### src/core/sec_params.svh
`ifndef SEC_PARAMS_SVH
`define SEC_PARAMS_SVH

// Register offsets
`define SEC_OFF_ACS_HDR  12'h220
`define SEC_OFF_ACS      12'h224
`define SEC_OFF_EGR      12'h228
`define SEC_OFF_LTR_HDR  12'h230
`define SEC_OFF_LAT      12'h234
`define SEC_OFF_SS_HDR   12'h240
`define SEC_OFF_SS_CAP   12'h244
`define SEC_OFF_SS_CTL1  12'h248
`define SEC_OFF_SS_CTL2  12'h24c
`define SEC_OFF_LTSSM    12'h33c
`define SEC_OFF_HOT      12'h340
`define SEC_OFF_SMB      12'h344
`define SEC_OFF_FC_EN    12'h350
`define SEC_OFF_FC_THR1  12'h354
`define SEC_OFF_FC_THR2  12'h358
`define SEC_OFF_PWR      12'h360
`define SEC_OFF_LED      12'h364

// Capability header contents
`define SEC_ID_ACS       16'h000d
`define SEC_ID_LTR       16'h0018
`define SEC_ID_SS        16'h001e
`define SEC_CAP_VER      4'h1
`define SEC_NEXT_SS      12'h240
`define SEC_NEXT_END     12'h000

// Field positions
`define SEC_BIT_PEC_FAIL 29
`define SEC_BIT_UNSUP    30

// Reset values
`define SEC_ACS_CAP_BITS 7'h7f
`define SEC_EGR_SIZE     8'h08
`define SEC_SS_CAP_RST   3'b101
`define SEC_SMB_SEL_RST  1'b1
`define SEC_SMB_ADDR_HI  4'hd
`define SEC_PEC_DIS_RST  1'b1
`define SEC_THR_X1_RST   16'h0080
`define SEC_THR_X2_RST   16'h0200
`define SEC_THR_X4_RST   16'h0800
`define SEC_MAC_RST      16'h0004

// Edges from reset release until synchronised straps are valid
`define SEC_STRAP_WAIT   2'h2

`endif

### src/core/sec_pkg.sv
package sec_pkg;

   typedef struct packed {
      logic        wr;
      logic        rd;
      logic [11:0] addr;
      logic [3:0]  be;
      logic [31:0] data;
   } sec_req_t;

   typedef struct packed {
      logic [6:0]  acsEn;
      logic [7:0]  egressVec;
      logic [12:0] snoopLat;
      logic [12:0] noSnoopLat;
      logic        pmL11En;
      logic        aspmL11En;
      logic        smbusSel;
      logic [6:0]  smbusAddr;
      logic        pecDisable;
      logic        pecFail;
      logic        unsupCmd;
      logic [1:0]  cplFcEn;
      logic [15:0] thrX1;
      logic [15:0] thrX2;
      logic [15:0] thrX4;
      logic        powerSaveOff;
      logic [6:0]  ledCtl;
   } sec_ctrl_t;

endpackage : sec_pkg

### src/core/sec_sync.sv
`timescale 1ns/1ps
module sec_sync #(
   parameter int W = 1
) (
   input  wire logic         clock,
   input  wire logic         sys_rst,
   input  wire logic [W-1:0] asyncIn,
   output logic      [W-1:0] syncOut
);
   logic [W-1:0] meta_q;

   always_ff @(posedge clock) begin
      if (sys_rst) begin
         meta_q  <= '0;
         syncOut <= '0;
      end else begin
         meta_q  <= asyncIn;
         syncOut <= meta_q;
      end
   end
endmodule : sec_sync

### src/core/sec_cfg_regs.sv
`timescale 1ns/1ps
`include "sec_params.svh"

// Function
// Seven capability bits read one, read-only
// Egress vector size reads eight, read-only
// Seven access enables, writable, reset zero
// Eight-bit egress vector blocks peer requests
// Latency header id, version, next 240h
// Snoop latency value and scale, writable
// No-snoop latency value and scale, writable
// Substates header ends the capability chain
// Substates capability flags reset one-zero-one
// Loadable fields: config read-only, sideband loads
// L1.1 enables writable, reset zero
// Sideband select resets to SMBus
// Slave address high 1101b, low from straps
// Error code check disable resets one
// Check failure flag, sticky, write-one-clear
// Unsupported command flag, sticky, write-one-clear
// Completion flow enables per downstream port
// Three flow thresholds with documented resets
// Power saving disable writable and loadable
// Downstream access header id, version, next
// Reserved bits read zero, writes ignored
module sec_cfg_regs
   import sec_pkg::*;
(
   input  wire logic       clock,
   input  wire logic       sys_rst,
   input  wire logic       portIsUpPin,
   input  wire logic [2:0] gpioStrapPin,
   input  wire sec_req_t   cfgReq,
   input  wire sec_req_t   sbLoad,
   input  wire logic       pecFailEv,
   input  wire logic       unsupCmdEv,
   output logic [31:0]     cfgRdData,
   output logic            cfgRdValid,
   output sec_ctrl_t       ctrl
);
   logic        isUp;
   logic [2:0]  strap;
   logic [1:0]  strapCnt_q;
   logic        strapDone_q;
   logic [6:0]  acsEn_q;
   logic [7:0]  egress_q;
   logic [12:0] snoop_q;
   logic [12:0] noSnoop_q;
   logic [1:0]  l1En_q;
   logic        smbSel_q;
   logic [6:0]  smbAddr_q;
   logic        pecDis_q;
   logic        pecFail_q;
   logic        unsup_q;
   logic [1:0]  fcEn_q;
   logic [15:0] thrX1_q;
   logic [15:0] thrX2_q;
   logic [15:0] thrX4_q;
   logic        pwrOff_q;
   logic [6:0]  led_q;
   logic [2:0]  ssCap_q;
   logic [7:0]  ltssm_q;
   logic [15:0] hot_q;
   logic [15:0] mac_q;

   // Port role and strap pins arrive from outside the clock domain
   sec_sync #(.W(4)) u_sync (
      .clock   (clock),
      .sys_rst (sys_rst),
      .asyncIn ({portIsUpPin, gpioStrapPin}),
      .syncOut ({isUp, strap})
   );

   wire [11:0] cfgWord = {cfgReq.addr[11:2], 2'b00};
   wire [11:0] sbWord  = {sbLoad.addr[11:2], 2'b00};
   wire [31:0] cfgMask = {{8{cfgReq.be[3]}}, {8{cfgReq.be[2]}},
                          {8{cfgReq.be[1]}}, {8{cfgReq.be[0]}}};
   wire [31:0] sbMask  = {{8{sbLoad.be[3]}}, {8{sbLoad.be[2]}},
                          {8{sbLoad.be[1]}}, {8{sbLoad.be[0]}}};

   // Address decode; port-specific registers vanish on the other role
   wire hAcsH  = (cfgWord == `SEC_OFF_ACS_HDR) & ~isUp;
   wire hAcs   = (cfgWord == `SEC_OFF_ACS) & ~isUp;
   wire hEgr   = (cfgWord == `SEC_OFF_EGR) & ~isUp;
   wire hLtrH  = (cfgWord == `SEC_OFF_LTR_HDR) & isUp;
   wire hLat   = (cfgWord == `SEC_OFF_LAT) & isUp;
   wire hSsH   = (cfgWord == `SEC_OFF_SS_HDR);
   wire hSsC   = (cfgWord == `SEC_OFF_SS_CAP);
   wire hSs1   = (cfgWord == `SEC_OFF_SS_CTL1);
   wire hLtssm = (cfgWord == `SEC_OFF_LTSSM);
   wire hHot   = (cfgWord == `SEC_OFF_HOT);
   wire hSmb   = (cfgWord == `SEC_OFF_SMB) & isUp;
   wire hFc    = (cfgWord == `SEC_OFF_FC_EN) & isUp;
   wire hThr1  = (cfgWord == `SEC_OFF_FC_THR1) & isUp;
   wire hThr2  = (cfgWord == `SEC_OFF_FC_THR2) & isUp;
   wire hPwr   = (cfgWord == `SEC_OFF_PWR);
   wire hLed   = (cfgWord == `SEC_OFF_LED) & isUp;

   wire sbSsC   = sbLoad.wr & (sbWord == `SEC_OFF_SS_CAP);
   wire sbLtssm = sbLoad.wr & (sbWord == `SEC_OFF_LTSSM);
   wire sbHot   = sbLoad.wr & (sbWord == `SEC_OFF_HOT);
   wire sbPwr   = sbLoad.wr & (sbWord == `SEC_OFF_PWR);

   // Read words
   // downstream header
   wire [31:0] wAcsH = {`SEC_NEXT_SS, `SEC_CAP_VER, `SEC_ID_ACS};
   // fixed capability and size fields
   wire [31:0] wAcs  = {9'h000, acsEn_q, `SEC_EGR_SIZE, 1'b0, `SEC_ACS_CAP_BITS};
   wire [31:0] wEgr  = {24'h000000, egress_q};
   // latency header
   wire [31:0] wLtrH = {`SEC_NEXT_SS, `SEC_CAP_VER, `SEC_ID_LTR};
   wire [31:0] wLat  = {3'h0, noSnoop_q, 3'h0, snoop_q};
   // last header in the chain
   wire [31:0] wSsH  = {`SEC_NEXT_END, `SEC_CAP_VER, `SEC_ID_SS};
   // capability flags at bits 4, 3 and 1
   wire [31:0] wSsC  = {27'h0000000, ssCap_q[2], ssCap_q[1], 1'b0, ssCap_q[0], 1'b0};
   wire [31:0] wSs1  = {28'h0000000, l1En_q[1], 1'b0, l1En_q[0], 1'b0};
   wire [31:0] wLtssm = {24'h000000, ltssm_q};
   wire [31:0] wHot  = {mac_q, hot_q};
   wire [31:0] wSmb  = {1'b0, unsup_q, pecFail_q, 19'h00000, pecDis_q, 1'b0,
                        smbAddr_q, smbSel_q};
   wire [31:0] wFc   = {29'h00000000, fcEn_q, 1'b0};
   wire [31:0] wThr1 = {thrX2_q, thrX1_q};
   wire [31:0] wThr2 = {16'h0000, thrX4_q};
   wire [31:0] wPwr  = {31'h00000000, pwrOff_q};
   wire [31:0] wLed  = {25'h0000000, led_q};

   // reserved bits and unmapped offsets read zero
   wire [31:0] rdMux = ({32{hAcsH}} & wAcsH) | ({32{hAcs}} & wAcs) |
                       ({32{hEgr}} & wEgr) | ({32{hLtrH}} & wLtrH) |
                       ({32{hLat}} & wLat) | ({32{hSsH}} & wSsH) |
                       ({32{hSsC}} & wSsC) | ({32{hSs1}} & wSs1) |
                       ({32{hLtssm}} & wLtssm) | ({32{hHot}} & wHot) |
                       ({32{hSmb}} & wSmb) | ({32{hFc}} & wFc) |
                       ({32{hThr1}} & wThr1) | ({32{hThr2}} & wThr2) |
                       ({32{hPwr}} & wPwr) | ({32{hLed}} & wLed);

   // Byte-enable merge of the addressed word with the write data
   wire [31:0] cfgNew = (rdMux & ~cfgMask) | (cfgReq.data & cfgMask);
   wire [31:0] sbOld  = sbSsC ? wSsC : sbLtssm ? wLtssm : sbHot ? wHot : wPwr;
   wire [31:0] sbNew  = (sbOld & ~sbMask) | (sbLoad.data & sbMask);

   wire wrAcs = cfgReq.wr & hAcs;
   wire wrEgr = cfgReq.wr & hEgr;
   wire wrLat = cfgReq.wr & hLat;
   wire wrSs1 = cfgReq.wr & hSs1;
   wire wrSmb = cfgReq.wr & hSmb;
   wire wrFc  = cfgReq.wr & hFc;
   wire wrT1  = cfgReq.wr & hThr1;
   wire wrT2  = cfgReq.wr & hThr2;
   wire wrPwr = cfgReq.wr & hPwr;
   wire wrLed = cfgReq.wr & hLed;

   // Write-one-clear terms; a same-cycle event still sets the flag
   wire clrPec   = wrSmb & cfgReq.data[`SEC_BIT_PEC_FAIL] & cfgMask[`SEC_BIT_PEC_FAIL];
   wire clrUnsup = wrSmb & cfgReq.data[`SEC_BIT_UNSUP] & cfgMask[`SEC_BIT_UNSUP];
   wire strapTake = ~strapDone_q & (strapCnt_q == `SEC_STRAP_WAIT);

   // access enables
   always_ff @(posedge clock) begin
      if (sys_rst) acsEn_q <= 7'h00;
      else if (wrAcs) acsEn_q <= cfgNew[22:16];
   end

   // egress blocking vector
   always_ff @(posedge clock) begin
      if (sys_rst) egress_q <= 8'h00;
      else if (wrEgr) egress_q <= cfgNew[7:0];
   end

   // both latency halves share one word
   always_ff @(posedge clock) begin
      if (sys_rst) begin
         snoop_q   <= 13'h0000;
         noSnoop_q <= 13'h0000;
      end else if (wrLat) begin
         snoop_q   <= cfgNew[12:0];
         noSnoop_q <= cfgNew[28:16];
      end
   end

   // substate enables
   always_ff @(posedge clock) begin
      if (sys_rst) l1En_q <= 2'h0;
      else if (wrSs1) l1En_q <= {cfgNew[3], cfgNew[1]};
   end

   // sideband select and check disable
   always_ff @(posedge clock) begin
      if (sys_rst) begin
         smbSel_q <= `SEC_SMB_SEL_RST;
         pecDis_q <= `SEC_PEC_DIS_RST;
      end else if (wrSmb) begin
         smbSel_q <= cfgNew[0];
         pecDis_q <= cfgNew[9];
      end
   end

   // address high bits reset, low bits caught from straps after release
   always_ff @(posedge clock) begin
      if (sys_rst) begin
         smbAddr_q   <= {`SEC_SMB_ADDR_HI, 3'h0};
         strapCnt_q  <= 2'h0;
         strapDone_q <= 1'b0;
      end else begin
         if (!strapDone_q) strapCnt_q <= strapCnt_q + 2'h1;
         if (strapTake) strapDone_q <= 1'b1;
         if (strapTake) smbAddr_q <= {smbAddr_q[6:3], strap};
         else if (wrSmb) smbAddr_q <= cfgNew[7:1];
      end
   end

   // sticky event flags
   always_ff @(posedge clock) begin
      if (sys_rst) begin
         pecFail_q <= 1'b0;
         unsup_q   <= 1'b0;
      end else begin
         pecFail_q <= pecFailEv | (pecFail_q & ~clrPec);
         unsup_q   <= unsupCmdEv | (unsup_q & ~clrUnsup);
      end
   end

   // per-port completion flow enables
   always_ff @(posedge clock) begin
      if (sys_rst) fcEn_q <= 2'h0;
      else if (wrFc) fcEn_q <= cfgNew[2:1];
   end

   // thresholds per link width
   always_ff @(posedge clock) begin
      if (sys_rst) begin
         thrX1_q <= `SEC_THR_X1_RST;
         thrX2_q <= `SEC_THR_X2_RST;
      end else if (wrT1) begin
         thrX1_q <= cfgNew[15:0];
         thrX2_q <= cfgNew[31:16];
      end
   end

   always_ff @(posedge clock) begin
      if (sys_rst) thrX4_q <= `SEC_THR_X4_RST;
      else if (wrT2) thrX4_q <= cfgNew[15:0];
   end

   // sideband load overrides a same-cycle config write
   always_ff @(posedge clock) begin
      if (sys_rst) pwrOff_q <= 1'b0;
      else if (sbPwr) pwrOff_q <= sbNew[0];
      else if (wrPwr) pwrOff_q <= cfgNew[0];
   end

   always_ff @(posedge clock) begin
      if (sys_rst) led_q <= 7'h00;
      else if (wrLed) led_q <= cfgNew[6:0];
   end

   // loadable read-only fields change only from the sideband
   always_ff @(posedge clock) begin
      if (sys_rst) begin
         ssCap_q <= `SEC_SS_CAP_RST;
         ltssm_q <= 8'h00;
         hot_q   <= 16'h0000;
         mac_q   <= `SEC_MAC_RST;
      end else begin
         if (sbSsC) ssCap_q <= {sbNew[4], sbNew[3], sbNew[1]};
         if (sbLtssm) ltssm_q <= sbNew[7:0];
         if (sbHot) begin
            hot_q <= sbNew[15:0];
            mac_q <= sbNew[31:16];
         end
      end
   end

   // Read data is registered: one cycle after the read strobe
   always_ff @(posedge clock) begin
      if (sys_rst) begin
         cfgRdData  <= 32'h00000000;
         cfgRdValid <= 1'b0;
      end else begin
         cfgRdValid <= cfgReq.rd;
         if (cfgReq.rd) cfgRdData <= rdMux;
      end
   end

   assign ctrl.acsEn        = acsEn_q;
   assign ctrl.egressVec    = egress_q;
   assign ctrl.snoopLat     = snoop_q;
   assign ctrl.noSnoopLat   = noSnoop_q;
   assign ctrl.pmL11En      = l1En_q[0];
   assign ctrl.aspmL11En    = l1En_q[1];
   assign ctrl.smbusSel     = smbSel_q;
   assign ctrl.smbusAddr    = smbAddr_q;
   assign ctrl.pecDisable   = pecDis_q;
   assign ctrl.pecFail      = pecFail_q;
   assign ctrl.unsupCmd     = unsup_q;
   assign ctrl.cplFcEn      = fcEn_q;
   assign ctrl.thrX1        = thrX1_q;
   assign ctrl.thrX2        = thrX2_q;
   assign ctrl.thrX4        = thrX4_q;
   assign ctrl.powerSaveOff = pwrOff_q;
   assign ctrl.ledCtl       = led_q;
endmodule : sec_cfg_regs

### config.mk
export PLATFORM = sky130hd
export DESIGN_NAME = sec_cfg_regs
export DESIGN_NICKNAME = d
export VERILOG_FILES = /design/src/core/sec_pkg.sv /design/src/core/sec_sync.sv /design/src/core/sec_cfg_regs.sv
export VERILOG_INCLUDE_DIRS = /design/src /design/src/core
export SDC_FILE = /design/constraint.sdc
export NUM_CORES = 1
export LEC_CHECK = 0
export BUFFER_PORTS_ARGS = -buffer_cell sky130_fd_sc_hd__buf_2
export CAP_MARGIN = 30
export CORE_MARGIN = 4
export CORE_UTILIZATION = 45
export CTS_BUF_LIST = sky130_fd_sc_hd__clkbuf_8 sky130_fd_sc_hd__clkbuf_16
export CTS_CLUSTER_SIZE = 16
export DETAILED_ROUTE_END_ITERATION = 10
export GPL_TIMING_DRIVEN = 0
export PLACE_DENSITY_LB_ADDON = 0.08
export SYNTH_ARGS = -nofsm -noshare
export SYNTH_HDL_FRONTEND = slang
export SYNTH_HIERARCHICAL = 1
export SYNTH_SLANG_ARGS = --single-unit
export TNS_END_PERCENT = 30
### constraint.sdc
create_clock -name clock -period 2.3 [get_ports clock]
set_input_delay 0.115 -clock clock [delete_from_list [all_inputs] [get_ports clock]]
set_output_delay 0.115 -clock clock [all_outputs]
set_load 0.02 [all_outputs]
==> results.cfg, run 1 <==
[run_status]
status = finished, final reports clean

[layout]
drive_above_1_share = 0.260
antenna_cells = 0
fin_nets = 1544
syn_to_final_growth_pct = 30.6
instances_no_fill = 1718

[placement]
gp_congestion = 0.947
hpwl_mm = 29.4
dp_slack_ns = -0.916
placed_cells = 1637
port_buffers = 241

[clock_network]
clockBufferDepth = 2
cts_root_buf = clkbuf_16
htreeDepth = 4
cts_buffers = 17
cts_tree = built
worstSkewPairLatency_ns = 0.44
clk_pin_slew_ns = 0.08
cts_sinks = 199

[yosys]
ys_warn_count = 6
ys_seq_elements = 199
ys_top_cells_by_area = dfxtp_1 (43%), nand2_1 (6.7%), nand3_1 (4.8%)
netlist.top_cell.by_area = dfxtp_1
synthArstFlopShare = 0
ys_types = 70
synth.top_cell.area_share = 0.433
post_synth_instance_area_um2 = 9210
syn-num-nets = 1231
ys.flop_type = dfxtp_1
seq_area_frac_synth = 0.433
synth_edf_count = 0
syn_area_per_cell_um2 = 8.21
syn-instance-count = 1122

[worst_setup_path]
crit_slowest_cell = dfxtp_2
crit_buf_inv = 4
critPathKind = flip-flop to flip-flop
reg2reg_slack_ns = 0.09
cp-end-kind = flip-flop
worstPathMaxFanout = 10
cpMostUsedCell = buf_4
cp-start-kind = flip-flop
crit_path_max_incr_delay_ns = 0.35
arrival_ns = 2.57
crit_chain = clkbuf_8 -> nand3b_1 -> buf_4 -> nor3_4 -> buf_4 -> and2_1 -> buf_2 -> nand3_1 -> a21oi_1
crit_family = buffers and inverters
critPathRequiredTime_ns = 2.66

[die]
row_count = 52
die_h_um = 151
fp.dieArea_um2 = 22800
io_pins = 253
start_util = 0.457
core_um2 = 20200
fp.dieW_um = 151

[timing]
max_slew_margin = 0.326
period_needed_ns = 2.21
worst_pin_slew_ns = 1.01
drv_slew = 0
fin_setup_tns_ns = 0
post-route-period-util = 0.961
hold_viol_final = 0
skew_ns = 0.0157
rsz0062_at_grt = true
setup-violations-final = 0
fmax_ghz = 0.453
hold_ws_ns = 0.00622
fin_ws_ns = 0.0903

[global_route]
overflow = 0
grt_pass1_wl_mm = 57.7
grt_usage = 0.341
grt_pass1_vias = 9310
grt_max_degree = 21
grt_antenna_before_repair = 0

[pwr]
p_switching_mw = 2.09
p_comb_frac = 0.102
sw_frac_of_total = 0.281
p_per_area_nw_per_um2 = 618
ir_drop_uv = 485
clock_power_share = 0.421
seqPwrFrac = 0.477
cell_internal_pwr_mw = 5.35
leakagePower_nw = 4.91

[hold_path]
holdCritPathClass = input port to flip-flop

[route]
drc = 0
firstDrtPassIters = 10
ant_nets = 0
wl_mm = 40.3
routedWlPerCell_um = 23.4
drtIter0Drc = 1145
via_per_inst = 6.05
vias = 10400

[job]
cap_violations = 0
## logic make-up after synthesis
kind of cell | synth area share
multiplexers | 0.0185
AO/OA/AOI/OAI | 0.223
XOR/XNOR | 0.00190
buffers and inverters | 0.0534
adder cells (fa/ha/maj) | 0.00136
flip-flops | 0.433
AND/OR/NAND/NOR | 0.269
## Yosys cell counts (7+ instances only)
cell / n
dfxtp_1: 199
nand4_1: 12
o211ai_1: 10
buf_2: 15
a222oi_1: 10
a21o_1: 7
nor2b_1: 13
o21a_1: 9
buf_4: 9
nand2_1: 165
o21ai_0: 50
inv_1: 17
nor3_1: 15
mux2i_1: 17
nor4_1: 12
a211oi_1: 25
and2_1: 10
a22o_1: 9
nand3_1: 89
a21oi_1: 87
a22oi_1: 29
and4_1: 10
clkbuf_1: 60
a311oi_1: 11
o31ai_1: 9
nand2b_1: 13
nor2_1: 91
## metal layers
metal,global-route usage,wire [um],share of wire,vias up
met5,0,0,0,-
met4,0.0947,1160,0.029,0
met3,0.0682,4390,0.11,86
met2,0.540,18000,0.45,645
met1,0.474,16700,0.42,4950
li1,-,-,-,4716
## registers in the layout (all words and copies together), names as in the netlist, 2 cells and up
register,flops
u_sync/meta_q,4
noSnoop_q,13
u_sync/syncOut,4
thrX2_q,16
ltssm_q,8
led_q,7
fcEn_q,2
l1En_q,2
ssCap_q,3
mac_q,16
acsEn_q,7
smbAddr_q,7
thrX1_q,16
snoop_q,13
thrX4_q,16
strapCnt_q,2
egress_q,8
hot_q,16
cfgRdData,32
## stage by stage
stage                     power [mW]  cell area (um^2)  utilization
after global placement          4.29             10800        0.533
after global routing            7.62             12000        0.596
final                           7.44             12000        0.596
after floorplan                 3.99              9210            -
after detailed placement        4.30             10800        0.534
after CTS                       7.40             11900        0.592
## final cells by class
type	instances	area [um^2]
clock buffers	17	425
clock inverters	15	186
well taps	270	338
flip-flops and latches	199	3990
fillers	1878	8150
repair buffers	295	1700
inverters	18	67.6
multi-input cells	812	4850
plain buffers	92	475
## path summary, 6_finish.rpt
path / startpoint / end / cells after the start
min reg2reg: u_sync/meta_q[3] / u_sync/syncOut[3] / 1
max reg2reg: u_sync/syncOut[3] / thrX4_q[1] / 9
min: cfgReq[30] / unsup_q / 4
max: u_sync/syncOut[3] / thrX4_q[1] / 9
## what timing repair did
action,CTS,global route
resized for setup,31,24
buffers inserted,14,1
endpoints found under the setup margin,155,80
pin swaps,6,3
endpoints found under the hold margin,35,0
hold buffers,35,0
## power by group through the flow
| stage | logic [mW] | registers [mW] | clock network, mW |
|---|---|---|---|
| 2_1_floorplan | 0.344 | 3.65 | 0 |
| 3_3_place_gp | 0.666 | 3.62 | 0 |
| 3_5_place_dp | 0.675 | 3.62 | 0 |
| 4_1_cts | 0.733 | 3.54 | 3.12 |
| 5_1_grt | 0.811 | 3.55 | 3.25 |
| 6_report | 0.758 | 3.55 | 3.13 |
## layout by cell type, fill, tap and decap left out, types with 11 or more instances in the layout
cell type,synthesis,final
buf_2,15,256
nand2_1,165,164
clkbuf_1,60,46
a22oi_1,29,29
mux2i_1,17,17
a211oi_1,25,24
a311oi_1,11,11
dlygate4sd3_1,0,35
nor2b_1,13,13
nor2_1,91,90
nand2b_1,13,13
buf_4,9,22
clkbuf_16,0,17
o21ai_0,50,49
nand3_1,89,89
a21oi_1,87,87
nor3_1,15,14
inv_1,17,18
dfxtp_1,199,198
nand4_1,12,12
## worst reg2reg max path, delay by kind of cell (launching register included)
kind            cells  cell delay (ns)
compound gates      1             0.16
buf+inv             4             0.96
flops               1             0.35
simple gates        4             0.67
Note: power is estimated with default switching activity, not from simulation.
==> run 2, diff against run 1 <==
--- a/config.mk
+++ b/config.mk
@@ -9,7 +9,7 @@
 export BUFFER_PORTS_ARGS = -buffer_cell sky130_fd_sc_hd__buf_2
 export CAP_MARGIN = 30
 export CORE_MARGIN = 4
-export CORE_UTILIZATION = 45
+export CORE_UTILIZATION = 53
 export CTS_BUF_LIST = sky130_fd_sc_hd__clkbuf_8 sky130_fd_sc_hd__clkbuf_16
 export CTS_CLUSTER_SIZE = 16
 export DETAILED_ROUTE_END_ITERATION = 10
==> run 2 against run 1 <==
Effect of this change:
- die area down 14%
- sequential share of layout area rose by 0.10 points
- routed wire length shrank 2.0%
- worst setup slack lost 0.078 ns
- clock skew up 0.0020 ns
- cell count decreased by 3.0%
- clock-buffer cell count up 1
- critical endpoint is now egress_q[3]
==> results.cfg, run 2 (synthesized netlist as in run 1, its figures left out) <==
[run_status]
status = finished, final reports clean

[pwr]
p_switching_mw = 2.00
p_total_mw = 7.44
cell_internal_pwr_mw = 5.44
p_per_area_nw_per_um2 = 621
ir_drop_uv = 826
seqPwrFrac = 0.477
sw_frac_of_total = 0.269
p_comb_frac = 0.102
leakagePower_nw = 4.89
clock_power_share = 0.421

[hold_path]
holdCritPathClass = input port to flip-flop

[clock_network]
htreeDepth = 4
cts_root_buf = clkbuf_16
cts_buffers = 17
clockBufferDepth = 2
clk_pin_slew_ns = 0.07
cts_tree = built
cts_sinks = 199
worstSkewPairLatency_ns = 0.45

[die]
io_pins = 253
row_count = 47
start_util = 0.547
core_um2 = 16800
die_h_um = 140
fp.dieW_um = 140
fp.dieArea_um2 = 19500

[worst_setup_path]
cp-start-kind = flip-flop
crit_slowest_cell = or4b_4
critPathRequiredTime_ns = 2.65
crit_chain = or4b_4 -> nor3_4 -> and2_1 -> clkbuf_1 -> nor2_1 -> a2111oi_2
crit_path_max_incr_delay_ns = 0.60
critPathKind = flip-flop to flip-flop
arrival_ns = 2.64
worstPathMaxFanout = 7
cp-end-kind = flip-flop

[route]
routedWlPerCell_um = 23.7
vias = 10700
ant_nets = 0
drc = 0
drtIter0Drc = 1577
wl_mm = 39.5
via_per_inst = 6.40
firstDrtPassIters = 9

[layout]
antenna_cells = 0
syn_to_final_growth_pct = 30.1
final_cell_mix = buf_2 (254), dfxtp_1 (199), nand2_1 (163), nor2_1 (90), nand3_1 (89)
seq_area_um2 = 3980
drive_above_1_share = 0.258
fillers = 1358
largest_reg_flops = 32
fin_nets = 1543
final_common_cell = buf_2
multi_input_area_um2 = 4860
fin_area_um2 = 12000
largest_register = cfgRdData

[timing]
fmax_ghz = 0.437
rsz0062_at_grt = true
post-route-period-util = 0.995
max_slew_margin = 0.208
drv_slew = 0
fin_setup_tns_ns = 0
period_needed_ns = 2.29
setup-violations-final = 0
worst_pin_slew_ns = 1.19
hold_viol_final = 0
skew_ns = 0.0177

[placement]
hpwl_mm = 28.3
dpl_cell_area_um2 = 10700
port_buffers = 241
gp_congestion = 1.00

[global_route]
grt_max_degree = 19
grt_pass1_vias = 9930
grt_antenna_before_repair = 0
grt_pass1_wl_mm = 58.4
grt_usage = 0.384
overflow = 0

[job]
cap_violations = 0
-- run 2: path summary, 6_finish.rpt --
check	startpoint	to	slack [ns]	cells past startpoint
worst min register to register	u_sync/meta_q[1]	u_sync/syncOut[1]	0.44	1
worst min-delay path	cfgReq[35]	thrX2_q[10]	0.02	3
worst max register to register	u_sync/syncOut[3]	egress_q[3]	0.01	6
worst max-delay path	u_sync/syncOut[3]	egress_q[3]	0.01	6
-- run 2: routing by layer --
metal | vias to the layer above | global-route usage | share of wire
met5 | - | 0 | 0
met4 | 0 | 0.171 | 0.047
met3 | 148 | 0.100 | 0.14
met2 | 887 | 0.576 | 0.43
met1 | 4916 | 0.522 | 0.38
li1 | 4721 | - | -
-- run 2: worst max-delay path: cells and delay by family (launching register included) --
family / cells / cell delay, ns
buf+inv: 1 / 0.37
simple gates: 4 / 1.20
flops: 1 / 0.33
compound gates: 1 / 0.28
-- run 2: what timing repair did --
item / CTS / global route
pin swaps: 6 / 4
hold buffers: 36 / 0
setup endpoints to repair: 157 / 93
hold endpoints to repair: 36 / 0
gates cloned: 0 / 0
resized for setup: 29 / 36
setup buffers: 11 / 4
-- run 2: per-stage QoR --
| step | utilization | hold WS [ns] | worst slack, ns | cells |
|---|---|---|---|---|
| detailed placement | 0.637 | 0.327 | -0.854 | 1585 |
| global placement | 0.636 | 0.321 | -1.10 | 1583 |
| finish | 0.712 | 0.0189 | 0.0124 | 1667 |
| floorplan | - | 0.187 | 0.160 | 1122 |
| CTS | 0.705 | 0.00641 | -0.0110 | 1664 |
| global route | 0.712 | 0.0330 | -0.0498 | 1667 |
-- run 2: layout make-up --
class	count	area share
clock buffers	18	0.0367
multi-input cells	812	0.406
flip-flops and latches	199	0.332
well taps	220	0.0230
plain buffers	92	0.0402
repair buffers	294	0.142
clock inverters	14	0.0140
inverters	18	0.00564
-- run 2: power groups by stage --
stage                     combinational, mW  sequential, mW  clock [mW]
after floorplan                       0.344            3.65           0
after global placement                0.658            3.62           0
after detailed placement              0.664            3.62           0
after CTS                             0.723            3.54        3.13
after global routing                  0.802            3.55        3.26
final                                 0.758            3.55        3.13
